==> src/pkg/scp_defs.svh <==
`ifndef SCP_DEFS_SVH
`define SCP_DEFS_SVH

// register byte offsets
`define SCP_CTRL_OFS 8'h00
`define SCP_STATUS_OFS 8'h04
`define SCP_CMD_OFS 8'h08
// control fields and reset value
`define SCP_CTRL_CMD_EN 0
`define SCP_CTRL_LASER_INH 1
`define SCP_CTRL_RST 32'h0000_0001
// command codes
`define SCP_CMD_NULL 8'h00
`define SCP_CMD_FOCUS1 8'h08
`define SCP_CMD_FOCUS2 8'hA2
`define SCP_CMD_LASER_ON 8'h0A
`define SCP_CMD_LASER_OFF 8'h8A
// pin vector positions
`define SCP_PIN_WIN 0
`define SCP_PIN_DIN 1
`define SCP_PIN_HCK 2
`define SCP_PIN_CSN 3
`define SCP_PIN_MSB 4
`define SCP_PIN_PORN 5
`define SCP_PIN_SUBCODE_SHIFT_CLOCK 6
`define SCP_PIN_FZDN 7
`define SCP_PIN_VCO 8
`define SCP_PIN_XTAL 9
`define SCP_PIN_EFM 10
`define SCP_PIN_DSYNC 11
`define SCP_PIN_W 12
`define SCP_PIN_INIT 12'h028
// timing
`define SCP_CLK_MHZ 250
`define SCP_FOC_LOWER_US 200
`define SCP_FRAME_DIV 2304
`define SCP_SYNC_WIN 16
// q subcode layout
`define SCP_Q_DATA_BITS 80
`define SCP_Q_ALL_BITS 96
`define SCP_CRC_POLY 16'h1021

`endif

==> src/pkg/scp_pkg.sv <==
package scp_pkg;

  // focus sequence states
  typedef enum logic [1:0] {
    SCP_F_IDLE,
    SCP_F_LOWER,
    SCP_F_SWEEP,
    SCP_F_SERVO
  } scp_focus_t;

  // ahb-lite request signals from the master
  typedef struct packed {
    logic hsel;
    logic [1:0] htrans;
    logic [31:0] haddr;
    logic hwrite;
    logic [2:0] hsize;
    logic hready;
  } scp_ahb_req_t;

  // status word as software sees it
  typedef struct packed {
    logic [25:0] zero;
    logic match;
    logic servo;
    logic sweep;
    logic lowering;
    logic ready;
    logic laser;
  } scp_status_t;

endpackage : scp_pkg

==> src/logic/scp_pin_sync.sv <==
`timescale 1ns/1ps
`include "scp_defs.svh"

// three-stage pin synchroniser; a change is taken once stages 2 and 3 agree
module scp_pin_sync #(
  parameter int W = 1,
  parameter logic [W-1:0] INIT = '0
) (
  // clock and reset
  input wire logic clk_i,
  input wire logic sys_rst_i,
  // raw pins and filtered levels
  input wire logic [W-1:0] pin_i,
  output logic [W-1:0] level_o
);

  logic [W-1:0] s1; // metastability catcher, read only by s2
  logic [W-1:0] s2;
  logic [W-1:0] s3;
  logic [W-1:0] agree; // bits where the last two stages match

  assign agree = ~(s2 ^ s3);

  // shift chain and filtered output
  always_ff @(posedge clk_i) begin
    if (sys_rst_i) begin
      s1 <= INIT;
      s2 <= INIT;
      s3 <= INIT;
      level_o <= INIT;
    end else begin
      s1 <= pin_i;
      s2 <= s1;
      s3 <= s2;
      level_o <= (s2 & agree) | (level_o & ~agree);
    end
  end

endmodule : scp_pin_sync

==> src/logic/scp_servo_port.sv <==
`timescale 1ns/1ps
`include "scp_defs.svh"

// Operation
// - commands run on window falling edge
// - commands accepted only with select low
// - 08 starts focus variant one
// - A2 starts focus variant two
// - 0A turns laser on
// - 8A or reset turns laser off
// - 00 returns focus to idle
// - laser steered by serial command
// - q crc pass raises ready
// - q bits shift out on host clock
// - bit-order low selects lsb first
// - eight subcode clocks shift p to w
// - subcode frame sync output
// - subcode block sync output
// - 7.35 khz frame rate sync
// - monitor clock is vco halved
// - sync match latched one frame
// - phase detect high when vco lags
// - 4.2336 mhz clock from crystal
// - zero-detect fall ends sweep, servo on
// - zero-detect ignored while lowering
// - window rise after focus start reinitialises
module scp_servo_port #(
  parameter int LOWER_CYCLES = `SCP_FOC_LOWER_US * `SCP_CLK_MHZ
) (
  // clock and reset
  input wire logic clk_i,
  input wire logic sys_rst_i,
  // ahb-lite slave
  input wire scp_pkg::scp_ahb_req_t ahb_i,
  input wire logic [31:0] hwdata_i,
  output logic [31:0] hrdata_o,
  output logic hreadyout_o,
  output logic hresp_o,
  // host pins
  input wire logic command_window_i,
  input wire logic command_serial_in_i,
  input wire logic host_shift_clock_i,
  input wire logic chip_select_n_i,
  input wire logic bit_order_msb_i,
  input wire logic power_on_reset_n_i,
  input wire logic subcode_shift_clock_i,
  output logic subcode_ready_o,
  output logic q_subcode_serial_out_o,
  output logic subcode_serial_out_o,
  output logic subcode_frame_sync_o,
  output logic subcode_block_sync_o,
  // demodulator side, same clock
  input wire logic [7:0] subcode_byte_i,
  input wire logic subcode_valid_i,
  input wire logic subcode_block_start_i,
  // analog side pins
  input wire logic focus_zero_detect_n_i,
  input wire logic vco_clock_i,
  input wire logic crystal_clock_i,
  input wire logic efm_data_i,
  input wire logic disc_frame_sync_i,
  output logic focus_sweep_o,
  output logic focus_lower_n_o,
  output logic focus_servo_on_o,
  output logic laser_drive_n_o,
  output logic frame_rate_sync_o,
  output logic half_vco_clock_o,
  output logic clock_4m2_o,
  output logic sync_match_flag_o,
  output logic phase_detect_out_o
);

  // ---------------- pin synchronisers ----------------
  logic [`SCP_PIN_W-1:0] pins; // raw pin vector
  logic [`SCP_PIN_W-1:0] lvl; // filtered levels
  logic [`SCP_PIN_W-1:0] lvl_q; // levels one cycle back
  logic [`SCP_PIN_W-1:0] rise; // rising edge pulses
  logic [`SCP_PIN_W-1:0] fall; // falling edge pulses

  assign pins = {disc_frame_sync_i, efm_data_i, crystal_clock_i, vco_clock_i,
                 focus_zero_detect_n_i, subcode_shift_clock_i, power_on_reset_n_i,
                 bit_order_msb_i, chip_select_n_i, host_shift_clock_i,
                 command_serial_in_i, command_window_i};

  scp_pin_sync #(.W(`SCP_PIN_W), .INIT(`SCP_PIN_INIT)) u_sync (
    .clk_i(clk_i),
    .sys_rst_i(sys_rst_i),
    .pin_i(pins),
    .level_o(lvl)
  );

  // edge detection works on the filtered levels only
  always_ff @(posedge clk_i) begin
    if (sys_rst_i) lvl_q <= `SCP_PIN_INIT;
    else lvl_q <= lvl;
  end
  assign rise = lvl & ~lvl_q;
  assign fall = ~lvl & lvl_q;

  wire selected = ~lvl[`SCP_PIN_CSN]; // pull-down keeps it selected
  wire por_low = ~lvl[`SCP_PIN_PORN]; // pin reset of command state

  // ---------------- register file ----------------
  logic [31:0] ctrl; // software control word
  logic [7:0] last_cmd; // last executed command code
  scp_pkg::scp_focus_t fstate; // focus sequence state
  logic laser_on; // laser drive state
  logic q_ready; // q data waiting
  scp_pkg::scp_status_t status;

  wire cmd_en = ctrl[`SCP_CTRL_CMD_EN];
  wire addr_ok = ahb_i.hsel & ahb_i.htrans[1] & ahb_i.hready;
  wire wr_addr = addr_ok & ahb_i.hwrite;
  wire rd_addr = addr_ok & ~ahb_i.hwrite;
  wire [7:0] ofs = ahb_i.haddr[7:0];
  logic wr_ctrl_q; // data phase of a control write pending

  assign status = '{zero: '0, match: sync_match_flag_o,
                    servo: fstate == scp_pkg::SCP_F_SERVO,
                    sweep: fstate == scp_pkg::SCP_F_SWEEP,
                    lowering: fstate == scp_pkg::SCP_F_LOWER,
                    ready: q_ready, laser: laser_on};

  // read mux; unmapped offsets read zero
  wire [31:0] rd_val = (ofs == `SCP_CTRL_OFS) ? ctrl :
                       (ofs == `SCP_STATUS_OFS) ? 32'(status) :
                       (ofs == `SCP_CMD_OFS) ? {24'h00_0000, last_cmd} : 32'h0000_0000;

  assign hreadyout_o = 1'b1; // zero wait states
  assign hresp_o = 1'b0; // always okay

  // bus slave: read data is captured in the address phase
  always_ff @(posedge clk_i) begin
    if (sys_rst_i) begin
      ctrl <= `SCP_CTRL_RST;
      wr_ctrl_q <= 1'b0;
      hrdata_o <= 32'h0000_0000;
    end else begin
      wr_ctrl_q <= wr_addr & (ofs == `SCP_CTRL_OFS);
      if (rd_addr) hrdata_o <= rd_val;
      if (wr_ctrl_q) ctrl <= hwdata_i & 32'h0000_0003;
    end
  end

  // ---------------- command shifter ----------------
  logic [7:0] cmd_sr; // incoming bits
  logic [2:0] bit_cnt; // bits of the current byte
  logic [7:0] cmd_byte; // last complete byte
  logic [7:0] prev_byte; // byte before it; no command decode reads it
  logic have_byte; // at least one full byte this window
  wire shift_en = lvl[`SCP_PIN_WIN] & rise[`SCP_PIN_HCK] & selected & cmd_en;
  wire [7:0] next_sr = {cmd_sr[6:0], lvl[`SCP_PIN_DIN]}; // msb arrives first
  wire exec = fall[`SCP_PIN_WIN] & have_byte & selected & cmd_en;

  // shift register restarts on every window rise
  always_ff @(posedge clk_i) begin
    if (sys_rst_i) begin
      cmd_sr <= 8'h00;
      bit_cnt <= 3'h0;
      cmd_byte <= 8'h00;
      prev_byte <= 8'h00;
      have_byte <= 1'b0;
    end else if (rise[`SCP_PIN_WIN]) begin
      bit_cnt <= 3'h0;
      have_byte <= 1'b0;
    end else if (shift_en) begin
      cmd_sr <= next_sr;
      bit_cnt <= bit_cnt + 3'h1;
      if (bit_cnt == 3'h7) begin
        cmd_byte <= next_sr;
        prev_byte <= cmd_byte;
        have_byte <= 1'b1;
      end
    end
  end

  // ---------------- laser and focus ----------------
  logic fs_started; // focus start waits for window rise
  logic fs_var2; // variant two keeps sweep off while lowering
  logic [16:0] low_cnt; // lowering time counter
  scp_pkg::scp_focus_t next_fstate;
  wire is_fs1 = exec & (cmd_byte == `SCP_CMD_FOCUS1);
  wire is_fs2 = exec & (cmd_byte == `SCP_CMD_FOCUS2);
  wire is_null = exec & (cmd_byte == `SCP_CMD_NULL);
  wire fzd_fall = fall[`SCP_PIN_FZDN];

  // next focus state; pin reset and null win over progression
  always_comb begin
    next_fstate = fstate;
    case (fstate)
      scp_pkg::SCP_F_LOWER: begin
        if (low_cnt == 17'(LOWER_CYCLES - 1)) next_fstate = scp_pkg::SCP_F_SWEEP;
      end
      scp_pkg::SCP_F_SWEEP: begin
        if (fzd_fall) next_fstate = scp_pkg::SCP_F_SERVO;
      end
      scp_pkg::SCP_F_IDLE: next_fstate = scp_pkg::SCP_F_IDLE;
      scp_pkg::SCP_F_SERVO: next_fstate = scp_pkg::SCP_F_SERVO;
      default: next_fstate = scp_pkg::SCP_F_IDLE;
    endcase
    if (is_fs1 | is_fs2) next_fstate = scp_pkg::SCP_F_LOWER;
    if (rise[`SCP_PIN_WIN] & fs_started) next_fstate = scp_pkg::SCP_F_IDLE;
    if (is_null | por_low) next_fstate = scp_pkg::SCP_F_IDLE;
  end

  // focus state and its registered pin outputs
  always_ff @(posedge clk_i) begin
    if (sys_rst_i) begin
      fstate <= scp_pkg::SCP_F_IDLE;
      low_cnt <= 17'h0_0000;
      fs_started <= 1'b0;
      fs_var2 <= 1'b0;
      focus_lower_n_o <= 1'b1;
      focus_sweep_o <= 1'b0;
      focus_servo_on_o <= 1'b0;
    end else begin
      fstate <= next_fstate;
      low_cnt <= (next_fstate == scp_pkg::SCP_F_LOWER && fstate == next_fstate) ?
                 low_cnt + 17'h0_0001 : 17'h0_0000;
      if (is_fs1 | is_fs2) fs_var2 <= is_fs2;
      fs_started <= (is_fs1 | is_fs2) ? 1'b1 : (rise[`SCP_PIN_WIN] ? 1'b0 : fs_started);
      focus_lower_n_o <= next_fstate != scp_pkg::SCP_F_LOWER;
      // variant two leaves the sweep off while the lens is lowered
      focus_sweep_o <= (next_fstate == scp_pkg::SCP_F_SWEEP) |
                       ((next_fstate == scp_pkg::SCP_F_LOWER) & ~(is_fs2 | (fs_var2 & ~is_fs1)));
      focus_servo_on_o <= next_fstate == scp_pkg::SCP_F_SERVO;
    end
  end

  // laser drive is active low; inhibit bit forces it off
  always_ff @(posedge clk_i) begin
    if (sys_rst_i) begin
      laser_on <= 1'b0;
      last_cmd <= 8'h00;
      laser_drive_n_o <= 1'b1;
    end else begin
      if (por_low) laser_on <= 1'b0;
      else if (exec && cmd_byte == `SCP_CMD_LASER_ON) laser_on <= 1'b1;
      else if (exec && cmd_byte == `SCP_CMD_LASER_OFF) laser_on <= 1'b0;
      if (exec) last_cmd <= cmd_byte;
      laser_drive_n_o <= ~(laser_on & ~ctrl[`SCP_CTRL_LASER_INH]);
    end
  end

  // ---------------- subcode capture and q crc ----------------
  logic [7:0] sc_sr; // p..w bits of the current frame
  logic [3:0] sc_left; // subcode clocks still expected
  logic [6:0] frm; // frame index within the block
  logic [6:0] q_cnt; // q bits gathered this block
  logic [79:0] q_acc; // q data being gathered
  logic [15:0] crc; // running crc over q data
  logic [15:0] crc_rx; // received crc bits
  logic [79:0] q_out; // checked q data for the host
  logic [6:0] q_ptr; // next bit the host reads
  wire q_bit = subcode_byte_i[6];
  wire q_take = subcode_valid_i & ~subcode_block_start_i & (frm >= 7'd1) & (q_cnt < 7'd96);
  wire crc_fb = q_bit ^ crc[15];
  wire [15:0] next_crc = {crc[14:0], 1'b0} ^ (crc_fb ? `SCP_CRC_POLY : 16'h0000);
  wire crc_ok = q_take & (q_cnt == 7'(`SCP_Q_ALL_BITS - 1)) &
                ({crc_rx[14:0], q_bit} == ~crc);
  wire subcode_shift_clock = rise[`SCP_PIN_SUBCODE_SHIFT_CLOCK];
  wire rd_clk = rise[`SCP_PIN_HCK] & ~lvl[`SCP_PIN_WIN] & selected;

  // frame load and p..w shift-out, p first
  always_ff @(posedge clk_i) begin
    if (sys_rst_i) begin
      sc_sr <= 8'h00;
      sc_left <= 4'h0;
      subcode_serial_out_o <= 1'b0;
      subcode_frame_sync_o <= 1'b0;
      subcode_block_sync_o <= 1'b0;
    end else begin
      if (subcode_valid_i) begin
        sc_sr <= subcode_byte_i;
        sc_left <= 4'h8;
        subcode_frame_sync_o <= 1'b1;
        subcode_block_sync_o <= subcode_block_start_i;
      end else if (subcode_shift_clock && sc_left != 4'h0) begin
        sc_sr <= {sc_sr[6:0], 1'b0};
        sc_left <= sc_left - 4'h1;
        subcode_frame_sync_o <= 1'b0;
        subcode_block_sync_o <= 1'b0;
      end
      subcode_serial_out_o <= sc_sr[7];
    end
  end

  // q gathering; the sync frame and the one after it carry no q bits
  always_ff @(posedge clk_i) begin
    if (sys_rst_i) begin
      frm <= 7'h00;
      q_cnt <= 7'h00;
      q_acc <= 80'h0;
      crc <= 16'h0000;
      crc_rx <= 16'h0000;
    end else if (subcode_valid_i) begin
      frm <= subcode_block_start_i ? 7'h00 : ((frm == 7'h7F) ? frm : frm + 7'h01);
      if (subcode_block_start_i) begin
        q_cnt <= 7'h00;
        crc <= 16'h0000;
      end else if (q_take) begin
        q_cnt <= q_cnt + 7'h01;
        if (q_cnt < 7'(`SCP_Q_DATA_BITS)) begin
          q_acc <= {q_acc[78:0], q_bit};
          crc <= next_crc;
        end else begin
          crc_rx <= {crc_rx[14:0], q_bit};
        end
      end
    end
  end

  // host readout; a crc pass sets ready and wins over any clear
  always_ff @(posedge clk_i) begin
    if (sys_rst_i) begin
      q_out <= 80'h0;
      q_ptr <= 7'h00;
      q_ready <= 1'b0;
    end else begin
      if (crc_ok) begin
        q_out <= q_acc;
        q_ptr <= 7'h00;
        q_ready <= 1'b1;
      end else begin
        if (rd_clk && q_ptr != 7'(`SCP_Q_DATA_BITS - 1)) q_ptr <= q_ptr + 7'h01;
        if (rd_clk || (subcode_valid_i && subcode_block_start_i)) q_ready <= 1'b0;
      end
    end
  end

  // bit select: within each byte order follows the order pin
  wire [2:0] q_k = lvl[`SCP_PIN_MSB] ? q_ptr[2:0] : ~q_ptr[2:0];
  wire [6:0] q_pos = 7'(`SCP_Q_DATA_BITS - 1) - {q_ptr[6:3], q_k};

  always_ff @(posedge clk_i) begin
    if (sys_rst_i) q_subcode_serial_out_o <= 1'b0;
    else q_subcode_serial_out_o <= q_out[q_pos];
  end
  assign subcode_ready_o = q_ready;

  // ---------------- clocks and monitors ----------------
  logic [11:0] fr_cnt; // crystal edges within one frame
  logic [1:0] x_div; // crystal divide by four
  logic match_pend; // match seen in the current frame
  wire x_tick = rise[`SCP_PIN_XTAL];
  wire fr_tick = x_tick & (fr_cnt == 12'(`SCP_FRAME_DIV - 1));

  // 7.35 khz is the crystal over 2304; 4.2336 mhz is it over four
  always_ff @(posedge clk_i) begin
    if (sys_rst_i) begin
      fr_cnt <= 12'h000;
      x_div <= 2'h0;
      frame_rate_sync_o <= 1'b0;
      clock_4m2_o <= 1'b0;
      half_vco_clock_o <= 1'b0;
      match_pend <= 1'b0;
      sync_match_flag_o <= 1'b0;
      phase_detect_out_o <= 1'b0;
    end else begin
      if (x_tick) begin
        fr_cnt <= fr_tick ? 12'h000 : fr_cnt + 12'h001;
        x_div <= x_div + 2'h1;
        clock_4m2_o <= x_div[0] ? ~clock_4m2_o : clock_4m2_o;
      end
      frame_rate_sync_o <= fr_cnt < 12'(`SCP_FRAME_DIV / 2);
      if (rise[`SCP_PIN_VCO]) half_vco_clock_o <= ~half_vco_clock_o;
      // flag shows the previous frame's match for exactly one frame
      if (fr_tick) begin
        sync_match_flag_o <= match_pend;
        match_pend <= 1'b0;
      end else if (rise[`SCP_PIN_DSYNC] && fr_cnt < 12'(`SCP_SYNC_WIN)) begin
        match_pend <= 1'b1;
      end
      // data edge before vco edge means the vco lags: drive up
      if (rise[`SCP_PIN_EFM] | fall[`SCP_PIN_EFM]) phase_detect_out_o <= 1'b1;
      else if (rise[`SCP_PIN_VCO]) phase_detect_out_o <= 1'b0;
    end
  end
endmodule : scp_servo_port

==> config.mk <==
export PLATFORM = sky130hd
export DESIGN_NAME = scp_servo_port
export DESIGN_NICKNAME = d
export VERILOG_FILES = /design/src/pkg/scp_pkg.sv /design/src/logic/scp_pin_sync.sv /design/src/logic/scp_servo_port.sv
export VERILOG_INCLUDE_DIRS = /design/src /design/src/pkg
export SDC_FILE = /design/constraint.sdc
export NUM_CORES = 1
export LEC_CHECK = 0
export BUFFER_PORTS_ARGS = -buffer_cell sky130_fd_sc_hd__buf_2
export CAP_MARGIN = 0
export CORE_UTILIZATION = 41
export DETAILED_ROUTE_END_ITERATION = 6
export GPL_TIMING_DRIVEN = 1
export HOLD_SLACK_MARGIN = 0.05
export PLACE_DENSITY = 0.58
export SYNTH_ARGS = -nofsm -noshare
export SYNTH_HDL_FRONTEND = slang
export SYNTH_SLANG_ARGS = --single-unit
==> constraint.sdc <==
create_clock -name clk_i -period 2.12 [get_ports clk_i]
set_input_delay 0.212 -clock clk_i [delete_from_list [all_inputs] [get_ports clk_i]]
set_output_delay 0.212 -clock clk_i [all_outputs]
set_load 0.005 [all_outputs]
# Word-level counts from Yosys, hierarchy flattened
# Cells that the tools add are included.
[word_totals]
register_bits = 397
input_bits = 96
elab_cells = 211
[classes]
addsub = 9
order_cmp = 6
n_eq_ne = 22
n_mux = 36
bitwise = 59
reduce_logical = 34
[ops]
columns = ["cell", "count"]
rows = [
  ["16-bit 2-to-1 mux", 3],
  ["8-bit 2-to-1 mux", 5],
  ["12-bit AND", 3],
  ["12-bit inverter", 3],
  ["7-bit 2-to-1 mux", 4],
  ["1-bit AND", 26],
  ["8-bit by 4-bit == test with 1-bit output, second input constant", 3],
  ["7-bit by 1-bit adder with 7-bit output, second input constant", 3],
  ["17-bit by 1-bit adder with 17-bit output, second input constant", 1],
  ["17-bit by 16-bit == test with 1-bit output, second input constant", 1],
  ["16-bit == test", 1],
  ["8-bit == test, second input constant", 2],
  ["8-bit zero test", 2],
  ["16-bit inverter", 1],
  ["16-bit by 13-bit bitwise XOR with 16-bit output", 1],
  ["7-bit == test, second input constant", 2],
  ["7-bit less-than comparator, second input constant", 2],
  ["1-bit inverter", 14],
  ["2-bit nonzero test", 7],
  ["13-bit 2-to-1 mux", 1],
  ["12-bit by 1-bit adder with 12-bit output, second input constant", 1],
  ["12-bit == test, second input constant", 1],
  ["12-bit by 11-bit less-than comparator with 1-bit output, second input constant", 1],
  ["12-bit by 5-bit less-than comparator with 1-bit output, second input constant", 1],
  ["other kinds (36)", 77],
]

# Logic depth before layout (Yosys ltp)
# Gate-level depths: netlist of the first run.
[depth]
depth_word = 14
mapped_depth = 10
ltp_nobuf = 8

# By module
# Synthesis of the first run repeated with hierarchy kept, for this count alone.
[unflattened]
cells_unflattened = 1758
area_unflattened_um2 = 14752.9
[by_module_without_submodules]
columns = ["module", "instances", "cells_per_inst", "area_per_inst_um2", "seq_area_each_um2"]
rows = [
  ["scp_servo_port", 1, 1633, 13359.1, 6406.1],
  ["scp_pin_sync", 1, 125, 1393.8, 960.9],
]

# Worst setup path after synthesis of the first run
# No wires, ideal clock.
[synth_timing]
kind = "reg2reg"
from = "reg frm[0]"
to = "reg q_out[37]"
arrival_time_ps = 1709
required_ps = 1992
slack_ps = 284
stages_incl_launch_ff = 10
path_buffers = 2
period_less_slack_ps = 1836
path_cell_list = "dfxtp_1 -> ha_1 -> nor4_2 -> a21oi_2 -> nand2_1 -> nor4_4 -> buf_12 -> buf_12 -> mux2i_1 -> nor2_1"
[synth_between]
elab_chain_cells = 5
[synth_rtl]
columns = ["item", "line", "text"]
rows = [
  ["from (decl)", "scp_servo_port.sv:248", "logic [6:0] frm;"],
  ["from (signal assigned)", "scp_servo_port.sv:297", "frm <= subcode_block_start_i ? 7'h00 : ((frm == 7'h7F) ? frm : frm + 7'h01);"],
  ["7-bit by 1-bit >= comparator with 1-bit output", "scp_servo_port.sv:256", "wire q_take = subcode_valid_i & ~subcode_block_start_i & (frm >= 7'd1) & (q_cnt < 7'd96);"],
  ["1-bit AND (2 in series)", "scp_servo_port.sv:256", ""],
  ["1-bit AND (2 in series)", "scp_servo_port.sv:259", "wire crc_ok = q_take & (q_cnt == 7'(`SCP_Q_ALL_BITS - 1)) &"],
  ["to (signal assigned)", "scp_servo_port.sv:321", "q_out <= q_acc;"],
  ["to (decl)", "scp_servo_port.sv:253", "logic [79:0] q_out;"],
]
# Every way passes these cells.
# A chain may end at the register's enable or synchronous reset.

# Worst setup path in the final report of the first run
[layout_timing]
from = "reg crc[1]"
to = "reg q_out[35]"
[layout_between]
elab_chain_cells = 3
[layout_rtl]
columns = ["item", "line", "text"]
rows = [
  ["from (decl)", "scp_servo_port.sv:251", "logic [15:0] crc;"],
  ["from (signal assigned)", "scp_servo_port.sv:305", "crc <= next_crc;"],
  ["16-bit inverter", "scp_servo_port.sv:260", "({crc_rx[14:0], q_bit} == ~crc);"],
  ["16-bit == test", "scp_servo_port.sv:260", ""],
  ["1-bit AND", "scp_servo_port.sv:259", ""],
]
# Every way passes these cells.

==> results of run 1 <==
[cells in the mapped netlist (13+ instances only)]
master    count  area share, %
a21oi_1     134            4.4
nand3_1      30           0.98
nor2_1      251            6.2
buf_2        18           0.59
dfxtp_1     368             48
nand2_1     219            5.4
o21ai_0      33            1.1
a22oi_1      33            1.6
clkbuf_1     61            1.5
nor3_1       15           0.49
xnor2_1      38            2.2
nand4_1      13           0.53
nor2b_1      56            2.3
buf_4        32            1.6
xor2_1       28            1.6
inv_1        20           0.49
mux2i_1     135            8.8
[what timing repair did]
action | CTS | global route
resized for setup | 3 | 38
hold buffers | 29 | 0
pin swaps | 0 | 6
hold endpoints to repair | 57 | 0
cloned | 0 | 8
setup buffers | 0 | 4
endpoints found under the setup margin | 26 | 92
[cells by family after synthesis]
group,synth area share (%)
AO/OA/AOI/OAI,11.7
XOR/XNOR,3.78
adder cells (fa/ha/maj),0.983
buffers and inverters,5.77
flip-flops,48.2
multiplexers,9.95
other,0.0492
AND/OR/NAND/NOR,19.6
[metal layers]
| metal | vias up | global-route usage, % | routed length (um) |
|---|---|---|---|
| met1 | 5408 | 23.2 | 16400 |
| met3 | 45 | 2.95 | 1140 |
| li1 | 5890 | - | - |
| met5 | - | 0 | 0 |
| met2 | 165 | 27.8 | 15100 |
| met4 | 0 | 4.72 | 585 |
[area by class of cell]
cell class | instances | area, um2 | share of cell area, %
clock buffers | 61 | 1210 | 6.71
flip-flops and latches | 368 | 7390 | 40.9
inverters | 21 | 78.8 | 0.436
well taps | 468 | 586 | 3.24
clock inverters | 13 | 204 | 1.13
repair buffers | 161 | 1420 | 7.83
multi-input cells | 1196 | 7190 | 39.8
[worst paths after layout]
path | from | endpoint | slack (ns) | depth (start not counted)
hold reg to reg | u_sync.s1[3] | u_sync.s2[3] | 0.41 | 1
setup / recovery | crc[1] | q_out[35] | 0.02 | 9
hold / removal | ahb_i[6] | wr_ctrl_q | 0.05 | 4
setup reg to reg | crc[1] | q_out[35] | 0.02 | 9
[sequential cells by signal, summed over array words and instances (netlist names), 12 cells and up, named ones only]
name,count
u_sync.s3,12
u_sync.s2,12
q_acc,80
low_cnt,17
fr_cnt,12
q_out,80
u_sync.s1,12
crc_rx,15
crc,16
[power by group]
part / internal [W] / leakage [nW] / total (W) / switching [W]
combinational: 0.000149 / 2.88 / 0.000410 / 0.000261
clock: 0.00458 / 0.693 / 0.00740 / 0.00282
sequential: 0.00696 / 2.98 / 0.00699 / 0.0000247
[worst reg2reg max path, stage by stage (launching register included)]
cell and delay [ns]:
dfxtp_1 0.34, xnor2_1 0.14, nor4_2 0.32, nand3_2 0.16
nor4_4 0.25, buf_6 0.18, clkbuf_16 0.18, clkbuf_16 0.16
mux2i_1 0.18, nor2_1 0.06
[stage by stage]
step                      instance area, um2  util, %
final                                  18100     49.4
after global routing                   18100     49.4
after CTS                              17700     48.4
after detailed placement               16000     43.7
after global placement                 16000     43.7
after floorplan                        15400        -
==> impl_metrics.py, run 1 <==
metrics = {
    "critical_path": {
        "cp_slowest_cell": "dfxtp_1",
        "cpPeakStageDelay_ns": 0.34,
        "critPathLaunchType": "register",
        "crit_top_cell": "clkbuf_16",
        "critPathMaxFanout": 6,
        "worstPathRequired_ns": 2.51,
        "crit_path_cell_trace": "xnor2_1 > nor4_2 > nand3_2 > nor4_4 > buf_6 > clkbuf_16 > clkbuf_16 > mux2i_1 > nor2_1",
        "timing_worst_setup_path_type": "reg2reg",
        "crit_family": "simple AND/OR/NAND/NOR gates",
        "cp-end-kind": "register",
        "cp_num_buf_inv": 3,
        "arrival_ns": 2.49,
    },
    "global_route": {
        "grt_pass1_vias": 10916,
        "antenna_found_initial": 0,
        "grt_pass1_wl_um": 54300,
        "grtUsageTotal_pct": 17.1,
        "grt_max_degree": 101,
        "overflow": 0,
    },
    "yosys": {
        "synth_edf_count": 0,
        "ys.flop_type": "dfxtp_1",
        "synth-async-reset-ratio_pct": 0,
        "syn_inst": 1688,
        "ys_seq_area_share_pct": 48.2,
        "ys_warn_count": 0,
        "synth.distinct_cells": 80,
        "ys_ff_latch": 368,
        "syn_avg_cell_area_um2": 9.05,
        "syn-cell-area_um2": 15300,
    },
    "timing": {
        "slew_headroom_pct": 60.2,
        "finalClockSkew_ns": 0.0119,
        "timing.hold.ws_ns": 0.0522,
        "timing.final.ws_setup_ns": 0.0185,
        "rsz0062_at_grt": "yes",
        "timing.fmax_mhz": 476,
        "period_share_pct": 99.1,
        "final.setup.tns_ns": 0,
        "drv_slew": 0,
        "worstMarginPinSlew_ns": 0.597,
        "period_minus_slack_ns": 2.10,
        "timing.final.hold_violations": 0,
        "setup_viol": 0,
    },
    "worst_hold_path": {
        "hp-class": "in2reg",
    },
    "place": {
        "pre_cts_ws_ns": -0.0374,
        "place_inst": 2173,
        "hpwl_um": 21400,
        "finalWeightedCongestion": 0.819,
        "portBuffers": 59,
    },
    "finish": {
        "nets": 1897,
        "most-common-layout-cells": "358 x dfxtp_1, 251 x nor2_1, 217 x nand2_1, 135 x mux2i_1, 134 x a21oi_1",
        "layout_commonest_cell": "dfxtp_1",
        "fillers": 3473,
        "fin_cells": 2288,
        "diodes": 0,
        "drive_gt1_share_pct": 14.1,
        "area_growth_pct": 18.3,
    },
    "floorplan": {
        "die_area_um2": 38000,
        "die_h_um": 195,
        "start_util_pct": 41.7,
        "die_width_um": 195,
        "core_um2": 36600,
        "ioPinCount": 144,
        "rows": 70,
    },
    "detailed_routing": {
        "wl_um": 33200,
        "vias_per_cell": 5.03,
        "drt_iter0_markers": 673,
        "antenna_left": 0,
        "vias": 11508,
        "drc": 0,
        "routedWlPerCell_um": 14.5,
        "first_pass_iters": 5,
    },
    "clocking": {
        "htree_levels": 2,
        "cts_tree": "built",
        "clk_latency_ns": 0.53,
        "clockBufferDepth": 3,
        "clock_sinks": 368,
        "clk_pin_slew_ns": 0.06,
        "cts_root_buf": "clkbuf_16",
        "numCtsBuffers": 41,
    },
    "flow_run": {
        "drv_cap": 0,
    },
    "run_status": {
        "status": "finished clean",
    },
    "power": {
        "irDropWorstVdd_v": 0.000599,
        "power_density_nw_per_um2": 818,
        "finalPower_w": 0.0148,
        "power_leakage_nw": 6.55,
    },
}
Power figures use the tool's default switching activity.
==> run 2, diff against run 1 <==
- ABC_CLOCK_PERIOD_IN_PS: unset -> 2120
- CORE_UTILIZATION: 41 -> 40
- PLACE_DENSITY: 0.58 -> 0.57
==> run 2 against run 1 <==
  * Design area down 1.8%
  * Clock skew up 0.0066 ns
  * Global-route usage down 0.38 points
  * Register-to-register slack better by 0.05 ns
  * Sequential power about the same
  * Combinational power up 1%
  * Largest cell class unchanged
  * Highest routed layer unchanged
==> impl_metrics.py, run 2 (synthesized netlist as in run 1, its figures left out) <==
metrics = {
    "timing": {
        "drv_slew": 0,
        "timing.fmax_mhz": 488,
        "slew_headroom_pct": 59.7,
        "timing.final.hold_violations": 0,
        "setup_viol": 0,
        "period_share_pct": 96.7,
        "period_minus_slack_ns": 2.05,
        "rsz0062_at_grt": "yes",
        "worstMarginPinSlew_ns": 0.603,
        "finalClockSkew_ns": 0.0185,
    },
    "global_route": {
        "grt_max_degree": 129,
        "overflow": 0,
        "grt_pass1_wl_um": 54000,
        "antenna_found_initial": 0,
        "grt_pass1_vias": 10703,
        "grtUsageTotal_pct": 16.7,
    },
    "detailed_routing": {
        "vias": 11430,
        "first_pass_iters": 5,
        "wl_um": 32600,
        "wl_met2_um": 14800,
        "met3WireLength_um": 1080,
        "drt_iter0_markers": 706,
        "met1_length_um": 16200,
        "routedWlPerCell_um": 14.1,
        "vias_per_cell": 4.94,
        "top_layer_used": "met4",
        "antenna_left": 0,
        "drc": 0,
    },
    "floorplan": {
        "ioPinCount": 144,
        "die_h_um": 197,
        "core_um2": 37700,
        "rows": 71,
        "die_width_um": 197,
        "start_util_pct": 40.6,
        "die_area_um2": 39000,
    },
    "place": {
        "place_area_um2": 16200,
        "finalWeightedCongestion": 0.836,
        "hpwl_um": 21600,
        "portBuffers": 59,
    },
    "critical_path": {
        "critPathLaunchType": "register",
        "worstPathRequired_ns": 2.51,
        "arrival_ns": 2.44,
        "cp-end-kind": "register",
        "critPathMaxFanout": 19,
        "timing_worst_setup_path_type": "reg2reg",
    },
    "power": {
        "p_seq_share_pct": 49.0,
        "p_comb_share_pct": 2.9,
        "power_leakage_nw": 6.38,
        "cell_internal_pwr_w": 0.0112,
        "clkPwrFrac_pct": 48.0,
        "switching_share_pct": 21.3,
        "power_density_nw_per_um2": 802,
        "switching_power_w": 0.00303,
        "irDropWorstVdd_v": 0.000637,
    },
    "worst_hold_path": {
        "hp-class": "in2reg",
    },
    "clocking": {
        "clockBufferDepth": 3,
        "htree_levels": 2,
        "cts_root_buf": "clkbuf_16",
        "clk_pin_slew_ns": 0.06,
        "clock_sinks": 368,
        "numCtsBuffers": 40,
        "clk_latency_ns": 0.53,
        "cts_tree": "built",
    },
    "finish": {
        "drive_gt1_share_pct": 12.9,
        "nets": 1883,
        "reg_top3": "q_acc x80, q_out x80, low_cnt x17",
        "area_growth_pct": 16.2,
        "fin_area_um2": 17800,
        "most-common-layout-cells": "363 x dfxtp_1, 251 x nor2_1, 218 x nand2_1, 135 x mux2i_1, 134 x a21oi_1",
        "layout_commonest_cell": "dfxtp_1",
        "utilization_pct": 47.2,
        "diodes": 0,
    },
    "flow_run": {
        "drv_cap": 0,
    },
    "run_status": {
        "status": "finished clean",
    },
}
[run 2: cell types whose count changed in the layout (fill, tap and decap cells not counted), moves of 2 or more]
cell and change:
buf_12 +10, buf_16 -2, buf_6 -7, buf_8 -5
bufinv_16 -2, clkbuf_16 -9, dfxtp_1 +5, dfxtp_2 -4
dlygate4sd3_1 -4, nor4_1 +2
[run 2: power by group through the flow]
stage	Combinational [W]	Sequential [W]	Clock (W)
floorplan	0.000279	0.00714	0
global placement	0.000376	0.00714	0
detailed placement	0.000379	0.00714	0
CTS	0.000415	0.00699	0.00705
global route	0.000461	0.00699	0.00735
finish	0.000416	0.00699	0.00684
[run 2: path summary, 6_finish.rpt]
check,from,endpoint,slack [ns],cells past startpoint
setup / recovery,crc[13],q_out[52],0.07,8
hold / removal,ahb_i[4],hrdata_o[6],0.08,4
setup reg to reg,crc[13],q_out[52],0.07,8
hold reg to reg,u_sync.s1[5],u_sync.s2[5],0.41,1
[run 2: area by class of cell]
| type | instances | area, um2 |
|---|---|---|
| inverters | 21 | 78.8 |
| multi-input cells | 1196 | 7150 |
| flip-flops and latches | 368 | 7380 |
| fillers | 3662 | 19900 |
| repair buffers | 148 | 1220 |
| clock inverters | 12 | 155 |
| clock buffers | 58 | 1140 |
| well taps | 511 | 639 |
[run 2: what timing repair did]
item / 4_1_cts / 5_1_grt
gates resized for setup: 0 / 10
hold buffers: 25 / 0
endpoints found under the setup margin: 0 / 103
hold endpoints to repair: 32 / 0
buffers inserted: 0 / 3
[run 2: routing by layer]
layer | up-vias | global-route usage [%]
met5 | - | 0
met4 | 0 | 4.22
li1 | 5859 | -
met1 | 5379 | 23.2
met3 | 41 | 2.58
met2 | 151 | 26.9
[run 2: worst max-delay path, cell delays in order (launching register included)]
cell	delay (ns)
dfxtp_1	0.33
xnor2_1	0.15
nor4_1	0.27
nand3_1	0.18
nor4_4	0.30
buf_12	0.20
buf_12	0.19
mux2i_1	0.21
nor2_1	0.06
[run 2: metrics by stage]
stage | setup WS (ns) | total power, W | setup TNS [ns] | cells | hold slack (ns)
final | 0.0690 | 0.0142 | 0 | 2314 | 0.0827
after global routing | -0.0950 | 0.0148 | -3.41 | 2314 | 0.108
after CTS | 0.0248 | 0.0145 | 0 | 2311 | 0.0622
after detailed placement | 0.0408 | 0.00752 | 0 | 2216 | 0.394
after global placement | 0.0271 | 0.00752 | 0 | 2216 | 0.396
after floorplan | 0.284 | 0.00741 | 0 | 1712 | 0.316
